<file path="src/timer_pkg.sv">
// Purpose: Shared constants for the auto-reload timer with capture.
// Assumes: 8-bit special function register bus, 40 MHz system clock.
// Notes:   Offsets are the register addresses on that bus.
`default_nettype none
package timer_pkg;
   // ------------------------------------------------------------
   // Register offsets
   // ------------------------------------------------------------
   localparam logic [7:0] ctrl_offset      = 8'hC8;
   localparam logic [7:0] reload_lo_offset = 8'hCA;
   localparam logic [7:0] reload_hi_offset = 8'hCB;
   localparam logic [7:0] count_lo_offset  = 8'hCC;
   localparam logic [7:0] count_hi_offset  = 8'hCD;
   localparam logic [7:0] clkctl_offset    = 8'h8E;
   // ------------------------------------------------------------
   // Control register fields
   // ------------------------------------------------------------
   localparam int hi_flag_bit    = 7;
   localparam int lo_flag_bit    = 6;
   localparam int lo_irq_en_bit  = 5;
   localparam int capture_en_bit = 4;
   localparam int split_bit      = 3;
   localparam int run_bit        = 2;
   localparam int ext_sel_bit    = 0;
   localparam int hi_sys_bit     = 5;
   localparam int lo_sys_bit     = 4;
   localparam logic [7:0] ctrl_reset   = 8'h00;
   localparam logic [7:0] reload_reset = 8'h00;
   localparam logic [7:0] ctrl_wmask   = 8'hFD;
   localparam logic [7:0] clkctl_wmask = 8'h30;
   // ------------------------------------------------------------
   // Dividers
   // ------------------------------------------------------------
   localparam int sys_div   = 12;
   localparam int ext_div   = 8;
   localparam int sync_len  = 2;
endpackage
`default_nettype wire

</file>
<file path="src/tick_divider.sv">
// Purpose: Divides the system clock to a one-cycle enable pulse.
// Assumes: Single clock domain.
// Notes:   Pulse fires once every DIV cycles.
`timescale 1ns/1ps
`default_nettype none
module tick_divider
#(
   parameter int DIV = 12
)
(
   // Clock and reset
   input  wire logic clk,
   input  wire logic rst_n,
   // Tick
   output var  logic tick
);
   localparam int W = $clog2(DIV);
   localparam logic [W-1:0] last = W'(DIV - 1);
   logic [W-1:0] cnt_q;
   wire at_end = (cnt_q == last);
   always_ff @(posedge clk)
   begin
      if (!rst_n)
      begin
         cnt_q <= '0;
         tick  <= 1'b0;
      end
      else
      begin
         cnt_q <= at_end ? '0 : cnt_q + 1'b1;
         tick  <= at_end;
      end
   end
endmodule // tick_divider
`default_nettype wire

</file>
<file path="src/ext_clock_sync.sv">
// Purpose: Synchronises the divided external clock and finds its edges.
// Assumes: External clock divided by 8 arrives as a level input.
// Notes:   First stage feeds only the second stage.
`timescale 1ns/1ps
`default_nettype none
module ext_clock_sync
(
   // Clock and reset
   input  wire logic clk,
   input  wire logic rst_n,
   // External level
   input  wire logic ext_level,
   // Edges in the system domain
   output var  logic rise,
   output var  logic fall
);
   logic meta_q;
   logic sync_q;
   logic prev_q;
   always_ff @(posedge clk)
   begin
      if (!rst_n)
      begin
         meta_q <= 1'b0;
         sync_q <= 1'b0;
         prev_q <= 1'b0;
      end
      else
      begin
         meta_q <= ext_level;
         sync_q <= meta_q;
         prev_q <= sync_q;
      end
   end
   assign rise = sync_q & ~prev_q;
   assign fall = ~sync_q & prev_q;
endmodule // ext_clock_sync
`default_nettype wire

</file>
<file path="src/auto_reload_timer.sv">
// Purpose: 16-bit or dual 8-bit auto-reload timer with capture.
// Assumes: Register bus is synchronous with one-cycle reads and writes.
// Notes:   ext_clk_div8 is the external oscillator already divided by 8.
//
// Summary of operation
// - 16-bit mode: wrap from FFFF loads reload value, sets high flag.
// - Split bit picks one 16-bit timer or two 8-bit timers.
// - Interrupt request whenever high flag set and timer interrupt enabled.
// - Low flag also requests interrupt when low interrupt enable set.
// - Split mode: each half reloads from its own reload byte.
// - Run bit gates whole timer, or only high half in split mode.
// - Half uses system clock if its select bit is 1, else shared source.
// - External select picks clock/12 when 0, external/8 when 1.
// - External divided clock is synchronised before advancing the count.
// - Low flag set whenever low byte wraps, in either mode.
// - Flags are cleared only by software writes, never by hardware.
// - Capture copies count into reload pair and sets high flag.
// - Capture enable bit switches capture off or on.
// - Control bit 1 reads zero and ignores writes.
// - High flag is bit 7, low flag is bit 6.
// - High flag with interrupt enabled vectors the processor.
// - High select bit only in split mode; low select drives 16-bit.
`timescale 1ns/1ps
`default_nettype none
module auto_reload_timer
   import timer_pkg::*;
(
   // Clock and reset
   input  wire logic       clk,
   input  wire logic       rst_n,
   // Special function register bus
   input  wire logic [7:0] sfr_addr,
   input  wire logic [7:0] sfr_wdata,
   input  wire logic       sfr_we,
   input  wire logic       sfr_re,
   output var  logic [7:0] sfr_rdata,
   // Interrupt enable from the processor
   input  wire logic       timer_irq_enable_bit,
   // External oscillator divided by 8
   input  wire logic       ext_clk_div8,
   // Interrupt request
   output var  logic       timer_irq
);
   // ------------------------------------------------------------
   // State
   // ------------------------------------------------------------
   logic [7:0] count_low_byte;
   logic [7:0] count_high_byte;
   logic [7:0] reload_low_byte;
   logic [7:0] reload_high_byte;
   logic       high_overflow_flag;
   logic       low_overflow_flag;
   logic       low_overflow_irq_en;
   logic       capture_en;
   logic       split_mode_sel;
   logic       run_ctrl;
   logic       ext_source_sel;
   logic       high_half_system_clock_sel;
   logic       low_half_system_clock_sel;
   // ------------------------------------------------------------
   // Tick sources
   // ------------------------------------------------------------
   wire sys12_tick;
   wire ext_rise;
   wire ext_fall;
   tick_divider #(.DIV(sys_div)) u_div
   (
      .clk   (clk),
      .rst_n (rst_n),
      .tick  (sys12_tick)
   );
   ext_clock_sync u_sync
   (
      .clk       (clk),
      .rst_n     (rst_n),
      .ext_level (ext_clk_div8),
      .rise      (ext_rise),
      .fall      (ext_fall)
   );
   wire shared_tick = ext_source_sel ? ext_rise : sys12_tick;
   wire lo_tick = low_half_system_clock_sel ? 1'b1 : shared_tick;
   // high select counts only in split mode
   wire hi_src  = split_mode_sel
                  ? (high_half_system_clock_sel ? 1'b1 : shared_tick)
                  : lo_tick;
   // ------------------------------------------------------------
   // Count enables
   // ------------------------------------------------------------
   // run gating per mode
   wire lo_en  = split_mode_sel ? lo_tick : (lo_tick & run_ctrl);
   wire hi_en8 = run_ctrl & hi_src;
   wire lo_wrap = lo_en & (count_low_byte == 8'hFF);
   // mode decides how the high byte advances
   wire hi_step = split_mode_sel ? hi_en8 : lo_wrap;
   wire hi_wrap = hi_step & (count_high_byte == 8'hFF);
   wire capture = capture_en & ext_fall;
   // ------------------------------------------------------------
   // Register bus decode
   // ------------------------------------------------------------
   // Address match, shared by the write and the read decoders.
   function automatic logic addr_hit(input logic [7:0] a,
                                     input logic [7:0] o);
      addr_hit = (a == o);
   endfunction
   wire sel_ctrl = addr_hit(sfr_addr, ctrl_offset);
   wire sel_rll  = addr_hit(sfr_addr, reload_lo_offset);
   wire sel_rlh  = addr_hit(sfr_addr, reload_hi_offset);
   wire sel_cl   = addr_hit(sfr_addr, count_lo_offset);
   wire sel_ch   = addr_hit(sfr_addr, count_hi_offset);
   wire sel_ck   = addr_hit(sfr_addr, clkctl_offset);
   wire wr_ctrl  = sfr_we & sel_ctrl;
   wire wr_rll   = sfr_we & sel_rll;
   wire wr_rlh   = sfr_we & sel_rlh;
   wire wr_cl    = sfr_we & sel_cl;
   wire wr_ch    = sfr_we & sel_ch;
   wire wr_ck    = sfr_we & sel_ck;
   // ------------------------------------------------------------
   // Write data
   // ------------------------------------------------------------
   // bit 1 ignored on write
   // Masking keeps unused and reserved bits from ever being stored.
   wire [7:0] ctrl_wr = sfr_wdata & ctrl_wmask;
   wire [7:0] ck_wr   = sfr_wdata & clkctl_wmask;
   // ------------------------------------------------------------
   // Read data
   // ------------------------------------------------------------
   // bit 1 reads zero
   wire [7:0] ctrl_view = {high_overflow_flag, low_overflow_flag,
                           low_overflow_irq_en, capture_en,
                           split_mode_sel, run_ctrl, 1'b0,
                           ext_source_sel};
   wire [7:0] ck_view = {2'b00, high_half_system_clock_sel,
                         low_half_system_clock_sel, 4'h0};
   logic [7:0] rd_mux;
   always_comb
   begin
      if (sel_ctrl)
         rd_mux = ctrl_view;
      else if (sel_rll)
         rd_mux = reload_low_byte;
      else if (sel_rlh)
         rd_mux = reload_high_byte;
      else if (sel_cl)
         rd_mux = count_low_byte;
      else if (sel_ch)
         rd_mux = count_high_byte;
      else if (sel_ck)
         rd_mux = ck_view;
      else
         rd_mux = 8'h00;
   end
   // Idle reads return zero so a stale value never lingers on the bus.
   wire [7:0] rdata_d = sfr_re ? rd_mux : 8'h00;
   // ------------------------------------------------------------
   // Flag next values
   // ------------------------------------------------------------
   // only software clears; a set wins over a clear.
   wire hi_set = hi_wrap | capture;
   // low flag on every low-byte wrap
   wire lo_set = lo_wrap;
   // An overflow in the cycle of a clearing write is never lost.
   wire hi_keep   = wr_ctrl ? ctrl_wr[hi_flag_bit] : high_overflow_flag;
   wire lo_keep   = wr_ctrl ? ctrl_wr[lo_flag_bit] : low_overflow_flag;
   wire hi_flag_d = hi_keep | hi_set;
   wire lo_flag_d = lo_keep | lo_set;
   // ------------------------------------------------------------
   // Counter and reload next values
   // ------------------------------------------------------------
   // split low half reloads alone
   // 16-bit wrap loads the full reload value
   // A 16-bit reload waits until both bytes wrap together.
   wire       lo_reload = lo_wrap & (split_mode_sel | hi_wrap);
   wire [7:0] lo_inc    = count_low_byte + 8'h01;
   wire [7:0] hi_inc    = count_high_byte + 8'h01;
   // A bus write to a count byte takes priority over counting.
   wire [7:0] count_low_d  = wr_cl     ? sfr_wdata       :
                             lo_reload ? reload_low_byte :
                             lo_en     ? lo_inc          :
                                         count_low_byte;
   // high half reloads from its byte
   wire [7:0] count_high_d = wr_ch   ? sfr_wdata        :
                             hi_wrap ? reload_high_byte :
                             hi_step ? hi_inc           :
                                       count_high_byte;
   // capture copies the count
   // Capture wins over a software reload write in the same cycle.
   wire [7:0] reload_low_d  = capture ? count_low_byte  :
                              wr_rll  ? sfr_wdata       :
                                        reload_low_byte;
   wire [7:0] reload_high_d = capture ? count_high_byte :
                              wr_rlh  ? sfr_wdata       :
                                        reload_high_byte;
   // ------------------------------------------------------------
   // Flag registers
   // ------------------------------------------------------------
   // Flags drop only through a control write or reset.
   always_ff @(posedge clk)
   begin
      if (!rst_n)
      begin
         high_overflow_flag <= ctrl_reset[hi_flag_bit];
         low_overflow_flag  <= ctrl_reset[lo_flag_bit];
      end
      else
      begin
         high_overflow_flag <= hi_flag_d;
         low_overflow_flag  <= lo_flag_d;
      end
   end
   // ------------------------------------------------------------
   // Control registers
   // ------------------------------------------------------------
   always_ff @(posedge clk)
   begin
      if (!rst_n)
      begin
         low_overflow_irq_en <= ctrl_reset[lo_irq_en_bit];
         capture_en          <= ctrl_reset[capture_en_bit];
         split_mode_sel      <= ctrl_reset[split_bit];
         run_ctrl            <= ctrl_reset[run_bit];
         ext_source_sel      <= ctrl_reset[ext_sel_bit];
      end
      else if (wr_ctrl)
      begin
         low_overflow_irq_en <= ctrl_wr[lo_irq_en_bit];
         capture_en          <= ctrl_wr[capture_en_bit];
         split_mode_sel      <= ctrl_wr[split_bit];
         run_ctrl            <= ctrl_wr[run_bit];
         ext_source_sel      <= ctrl_wr[ext_sel_bit];
      end
   end
   // ------------------------------------------------------------
   // Clock select register
   // ------------------------------------------------------------
   always_ff @(posedge clk)
   begin
      if (!rst_n)
      begin
         high_half_system_clock_sel <= 1'b0;
         low_half_system_clock_sel  <= 1'b0;
      end
      else if (wr_ck)
      begin
         high_half_system_clock_sel <= ck_wr[hi_sys_bit];
         low_half_system_clock_sel  <= ck_wr[lo_sys_bit];
      end
   end
   // ------------------------------------------------------------
   // Counter and reload registers
   // ------------------------------------------------------------
   always_ff @(posedge clk)
   begin
      if (!rst_n)
      begin
         count_low_byte   <= 8'h00;
         count_high_byte  <= 8'h00;
         reload_low_byte  <= reload_reset;
         reload_high_byte <= reload_reset;
      end
      else
      begin
         count_low_byte   <= count_low_d;
         count_high_byte  <= count_high_d;
         reload_low_byte  <= reload_low_d;
         reload_high_byte <= reload_high_d;
      end
   end
   // ------------------------------------------------------------
   // Outputs
   // ------------------------------------------------------------
   // high flag or enabled low flag request
   wire irq_d = timer_irq_enable_bit &
                (high_overflow_flag |
                 (low_overflow_irq_en & low_overflow_flag));
   // The request is registered so it never glitches with the decode.
   always_ff @(posedge clk)
   begin
      if (!rst_n)
         timer_irq <= 1'b0;
      else
         timer_irq <= irq_d;
   end
   // Read data is registered and valid one cycle after the read.
   always_ff @(posedge clk)
   begin
      if (!rst_n)
         sfr_rdata <= 8'h00;
      else
         sfr_rdata <= rdata_d;
   end
endmodule // auto_reload_timer
`default_nettype wire

</file>
<file path="config.mk">
export PLATFORM = sky130hd
export DESIGN_NAME = auto_reload_timer
export DESIGN_NICKNAME = d
export VERILOG_FILES = /design/src/timer_pkg.sv /design/src/tick_divider.sv /design/src/ext_clock_sync.sv /design/src/auto_reload_timer.sv
export SDC_FILE = /design/constraint.sdc
export NUM_CORES = 1
export LEC_CHECK = 0
export BUFFER_PORTS_ARGS = -buffer_cell sky130_fd_sc_hd__buf_4
export CORE_MARGIN = 2
export CORE_UTILIZATION = 35
export DETAILED_ROUTE_END_ITERATION = 16
export PLACE_DENSITY = 0.65
export SETUP_SLACK_MARGIN = 0.5
export SKIP_CTS_REPAIR_TIMING = 1
export SLEW_MARGIN = 20
export SYNTH_ARGS = -nofsm -noshare
export SYNTH_HDL_FRONTEND = slang
export SYNTH_HIERARCHICAL = 1
export SYNTH_SLANG_ARGS = --single-unit
</file>
<file path="constraint.sdc">
create_clock -name clk -period 1.96 [get_ports clk]
set_clock_uncertainty 0.05 [all_clocks]
set_input_delay 0.392 -clock clk [delete_from_list [all_inputs] [get_ports clk]]
set_output_delay 0.392 -clock clk [all_outputs]
set_load 0.03 [all_outputs]
</file>
# [After elaboration in Yosys (flattened, before gate mapping)]
# Index checks and enable logic that the tools add are counted.
[totals] output_inout_bits=9 regBits=58
[op_classes] bitwise_logic=25 mux=24 reduce_logical=7 add_sub_neg=3 n_eq_ne=9
[op_table] op="$mux W8" count=15
[op_table] op="$eq A8 B8 Y1 const B" count=8
[op_table] op="$add A8 B1 Y8 const B" count=2
[op_table] op="$and A1 B1 Y1" count=16
[op_table] op="$mux W1" count=8
[op_table] op="$mux W6" count=1
[op_table] op="$reduce_bool A3 Y1" count=2
[op_table] op="$or A1 B1 Y1" count=5
[op_table] op="$add A4 B1 Y4 const B" count=1
[op_table] op="$eq A4 B4 Y1 const B" count=1
[op_table] op="$not A1 Y1" count=4
[op_table] op="$reduce_bool A2 Y1" count=2
[op_table] op="$reduce_or A3 Y1" count=1
[op_table] op="$reduce_and A2 Y1" count=1
[op_table] op="$reduce_or A2 Y1" count=1

# [Depth between registers and ports, before layout]
[depth] depth_word=13 depth_mapped=8

# [By module]
# Netlist, hierarchy kept.
[modules_own_cells] module="auto_reload_timer" seq_area_each_um2=1001.0 instances=1 area_per_inst_um2=2879.0 cells_per_inst=344
[modules_own_cells] module="tick_divider" seq_area_each_um2=100.1 instances=1 area_per_inst_um2=193.9 cells_per_inst=19
[modules_own_cells] module="ext_clock_sync" seq_area_each_um2=60.1 instances=1 area_per_inst_um2=91.3 cells_per_inst=8

# [Least setup slack after synthesis]
# OpenSTA, ideal clock, no wires.
[synth_path] path_type="register to register" start="register count_low_byte[0]" end="register count_high_byte[4]" setup_time_ns=0.128 t_arrival_ns=1.788 synth_period_minus_slack_ns=1.966 path_stages_with_launch=8 n_path_buf=1 setup_slack_ns=-0.006 path_cell_list="dfxtp_1 > ha_1 > nand3_1 > or2_1 > buf_6 > o31a_1 > a2111oi_2 > o32ai_1"
[synth_via] elab_chain_cells=6 elab_cells_between_ends=7 classes_between="eq/ne (1); mux (3); bitwise (2); reduce/logical (1)"
[synth_lines] item="start: declaration" line_no="auto_reload_timer.sv:47" source="logic [7:0] count_low_byte;"
[synth_lines] item="start signal: assignment" line_no="auto_reload_timer.sv:262" source="count_low_byte <= count_low_d;"
[synth_lines] item="$eq A8 B8 Y1 *" line_no="auto_reload_timer.sv:92" source="wire lo_wrap = lo_en & (count_low_byte == 8'hFF);"
[synth_lines] item="$and A1 B1 Y1 *" line_no="auto_reload_timer.sv:92"
[synth_lines] item="$mux W1 *" line_no="auto_reload_timer.sv:94" source="wire hi_step = split_mode_sel ? hi_en8 : lo_wrap;"
[synth_lines] item="$and A1 B1 Y1" line_no="auto_reload_timer.sv:95" source="wire hi_wrap = hi_step & (count_high_byte == 8'hFF);"
[synth_lines] item="$mux W8" line_no="auto_reload_timer.sv:182" source="hi_wrap ? reload_high_byte :"
[synth_lines] item="$mux W8" line_no="auto_reload_timer.sv:181" source="wire [7:0] count_high_d = wr_ch ? sfr_wdata :"
[synth_lines] item="end signal: assignment" line_no="auto_reload_timer.sv:263" source="count_high_byte <= count_high_d;"
[synth_lines] item="end: declaration" line_no="auto_reload_timer.sv:48" source="logic [7:0] count_high_byte;"
# Mark *: on every way between the ends. The rest lies on a longest branch, timed or not.
# A chain may end at the register's enable or synchronous reset.

# [Worst setup path in the final report]
[layout_path] start="register count_low_byte[1]" end="register count_high_byte[3]"
# Same word-level chain as after synthesis.

==> flow_metrics.tcl <==
set metrics [dict create \
    avgSynthCellArea_um2 8.529 \
    vdd.ir_drop.worst_v 0.0003525 \
    grt_max_degree 34 \
    fp.dieH_um 99.09 \
    cts.sink_count 58 \
    power.static_leakage_nw 1.760 \
    post_route_cells_drive_above_1_share_pct 30.79 \
    timing.slew.headroom_pct 71.73 \
    placement.io_buffers 30 \
    track_usage_pct 20.50 \
    worst_r2r_startpoint "count_low_byte[1]$_SDFFE_PN0P_" \
    crit_start "count_low_byte[1]$_SDFFE_PN0P_" \
    crit_path_end "count_high_byte[3]$_SDFFE_PN0P_" \
    syn-instance-count 371 \
    power_per_cell_area_nw_per_um2 551.5 \
    syn_area_um2 3164 \
    diodes 0 \
    avgRoutedWirePerCell_um 18.27 \
    r2r-end "count_high_byte[3]$_SDFFE_PN0P_" \
    synth.area.top_cells "sky130_fd_sc_hd__dfxtp_1 37%, sky130_fd_sc_hd__mux2i_1 10%, sky130_fd_sc_hd__a211oi_1 5.0%, sky130_fd_sc_hd__a21oi_1 4.9%, sky130_fd_sc_hd__nor2_1 4.2%" \
    dieArea_um2 9818 \
    place_hpwl_mm 6.962 \
    final_min_period_over_clock_period_pct 95.49 \
    syn-num-nets 396 \
    worst-endpoint-required_ns 2.17 \
    worstPathMaxFanout 7 \
    grt_pass1_wl_mm 15.89 \
    fill_cells 822 \
    timing.max_cap.violations 0 \
    hold_violations 0 \
    worst_max_slew_pin_slew_ns 0.4235 \
    clock_path_buffers 2 \
    cts.root.buffer_cell "sky130_fd_sc_hd__clkbuf_8" \
    timing.fmax_mhz 534.3 \
    rrSetupSlack_ns 0.09 \
    num_io_pins 31 \
    layout.nets 465 \
    die-width_um 99.09 \
    leading_register_cell_type_out_of_synthesis "sky130_fd_sc_hd__dfxtp_1" \
    synth-seq-cells 58 \
    drv_slew 0 \
    wirelength_mm 10.11 \
    timing.critical_path.from_type "flip-flop" \
    route.antenna.remaining_nets 0 \
    drc_errors 0 \
    synth_top_area_share_pct 36.69 \
    timing.setup.tns_ns 0 \
    via_per_inst 5.852 \
    first_pass_iters 6 \
    grt_setup_unrepaired "true" \
    placeableCoreArea_um2 8763 \
    postSynth.asyncResetShare_pct 0 \
    synth_cell_type_count 55 \
    tritoncts "built" \
    row_count 34 \
    yosysWarnings 6 \
    gpl.final_weighted_congestion 0.8853 \
    grt_antenna_before_repair 0 \
    synth-edff-count 0 \
    worst_setup_path_end_kind "flip-flop" \
    classification_of_the_worst_setup_path "reg2reg" \
    timing.critical_path.arrival_ns 2.08 \
    synth-seq-area-share_pct 36.69 \
    hold_slack_ns 0.1990 \
    via_count_of_the_first_global_routing_pass 3053 \
    dr.first_iter.drc_count 236 \
    timing.final.crit_period_ns 1.872 \
    worst-r2r-cell-count 7 \
    start_util_pct 36.11 \
    run_status "finished, final reports clean" \
    htree_levels 3 \
    area.growth.synth_to_final_pct 34.72 \
    hold_path.class "in2reg" \
    global_route.overflow_total 0 \
    finalSetupViolCount 0 \
    clkTransAtPathRegs_ns 0.07 \
    via_count 3236 \
    cts_buffers 9 \
    worstSkewPairLatency_ns 0.35 \
    synth_top_area_cell "sky130_fd_sc_hd__dfxtp_1" \
]
-- worst max-delay path, cell delays in order (launching register included) --
cell and delay [ns]:
sky130_fd_sc_hd__dfxtp_4 0.38, sky130_fd_sc_hd__ha_4 0.15, sky130_fd_sc_hd__nand3_4 0.07, sky130_fd_sc_hd__or2_4 0.28
sky130_fd_sc_hd__o31ai_4 0.37, sky130_fd_sc_hd__buf_6 0.17, sky130_fd_sc_hd__a41oi_2 0.08, sky130_fd_sc_hd__o31ai_1 0.23
-- kinds of logic (layout without fill, tap and decap cells) --
logic type / count (synthesis) / count (layout) / share of synthesized area [%]
buffers and inverters: 27 / 101 / 3.479
multiplexers: 37 / 37 / 11.90
AND/OR/NAND/NOR: 134 / 134 / 22.46
adder cells (fa/ha/maj): 3 / 3 / 1.186
AO/OA/AOI/OAI: 108 / 108 / 23.17
flip-flops: 58 / 58 / 36.69
XOR/XNOR: 4 / 4 / 1.107
-- cell usage after synthesis (all sizes together) (2+ instances only) --
library cell,number
or2,2
o32ai,3
o21ai,16
nand3,15
nand2b,5
nor2b,11
ha,3
o22ai,4
buf,2
nor2,35
inv,6
a211oi,21
nor3b,4
xnor2,2
xor2,2
a31oi,2
mux2i,32
a311oi,2
nor3,5
o2bb2ai,2
a32oi,2
a22oi,5
clkbuf,19
and2,7
dfxtp,58
a21o,4
nand4b,2
and4,2
nand2,24
o311ai,2
a221oi,2
a2111oi,3
a21oi,31
mux2,5
nand4,7
o31ai,3
and3,11
-- through the flow --
step | setup slack [ns] | power (mW) | utilization, % | cells | instance area (um^2)
floorplan | 0.1963 | 1.304 | - | 371 | 3331
global placement | 0.04629 | 1.389 | 43.32 | 519 | 3796
detailed placement | 0.02275 | 1.391 | 43.32 | 519 | 3796
CTS | 0.01616 | 2.348 | 45.19 | 535 | 3960
global route | 0.03069 | 2.441 | 48.64 | 553 | 4263
finish | 0.08836 | 2.351 | 48.64 | 553 | 4263
-- placed cells by master (no fill, tap or decap), drive strengths merged, types with 3 or more instances in the layout --
cell and n:
buf 79, dfxtp 58, nor2 35, mux2i 32
a21oi 31, nand2 24, a211oi 21, o21ai 16
nand3 15, clkbuf 13, nor2b 11, and3 11
and2 7, nand4 7, inv 6, mux2 5
a22oi 5, nand2b 5, nor3 5, a21o 4
nor3b 4, o22ai 4, o32ai 3, clkinv 3
a2111oi 3, o31ai 3, ha 3
-- final cells by class --
cell class | count | area, um^2 | area share, %
Tap cell | 108 | 135.1 | 3.170
Multi-Input combinational cell | 286 | 2126 | 49.87
Clock buffer | 13 | 148.9 | 3.493
Clock inverter | 3 | 15.01 | 0.3522
Timing Repair Buffer | 79 | 636.9 | 14.94
Sequential cell | 58 | 1179 | 27.65
Inverter | 6 | 22.52 | 0.5283
-- metal layers --
metal  wire, um  global-route usage (%)
met5          0                       0
met4        189                   6.639
met3        734                   4.468
met2       4661                   32.43
met1       4520                   27.82
-- worst min path at each step --
stage | startpoint | end | slack (ns) | cells after the start
5_1_grt | ext_clk_div8 | u_sync/meta_q$_SDFF_PN0_ | 0.20 | 2
2_1_floorplan | u_sync/meta_q$_SDFF_PN0_ | u_sync/sync_q$_SDFF_PN0_ | 0.36 | 1
3_5_place_dp | u_sync/meta_q$_SDFF_PN0_ | u_sync/sync_q$_SDFF_PN0_ | 0.41 | 1
3_3_place_gp | u_div/cnt_q[0]$_SDFF_PP0_ | u_div/cnt_q[0]$_SDFF_PP0_ | 0.40 | 1
4_1_cts | ext_clk_div8 | u_sync/meta_q$_SDFF_PN0_ | 0.20 | 2
6_report | ext_clk_div8 | u_sync/meta_q$_SDFF_PN0_ | 0.20 | 2
-- registers in the layout (all words and copies together), names as in the netlist, 4 cells and up --
signal,cells
reload_high_byte,8
count_low_byte,8
count_high_byte,8
u_div/cnt_q,4
sfr_rdata,8
reload_low_byte,8
-- power breakdown --
part	internal, mW	switching, mW	total, mW
clock network	0.488	0.482	0.970
logic	0.0840	0.108	0.192
registers	1.18	0.00719	1.19
Note: power is estimated with default switching activity, not from simulation.
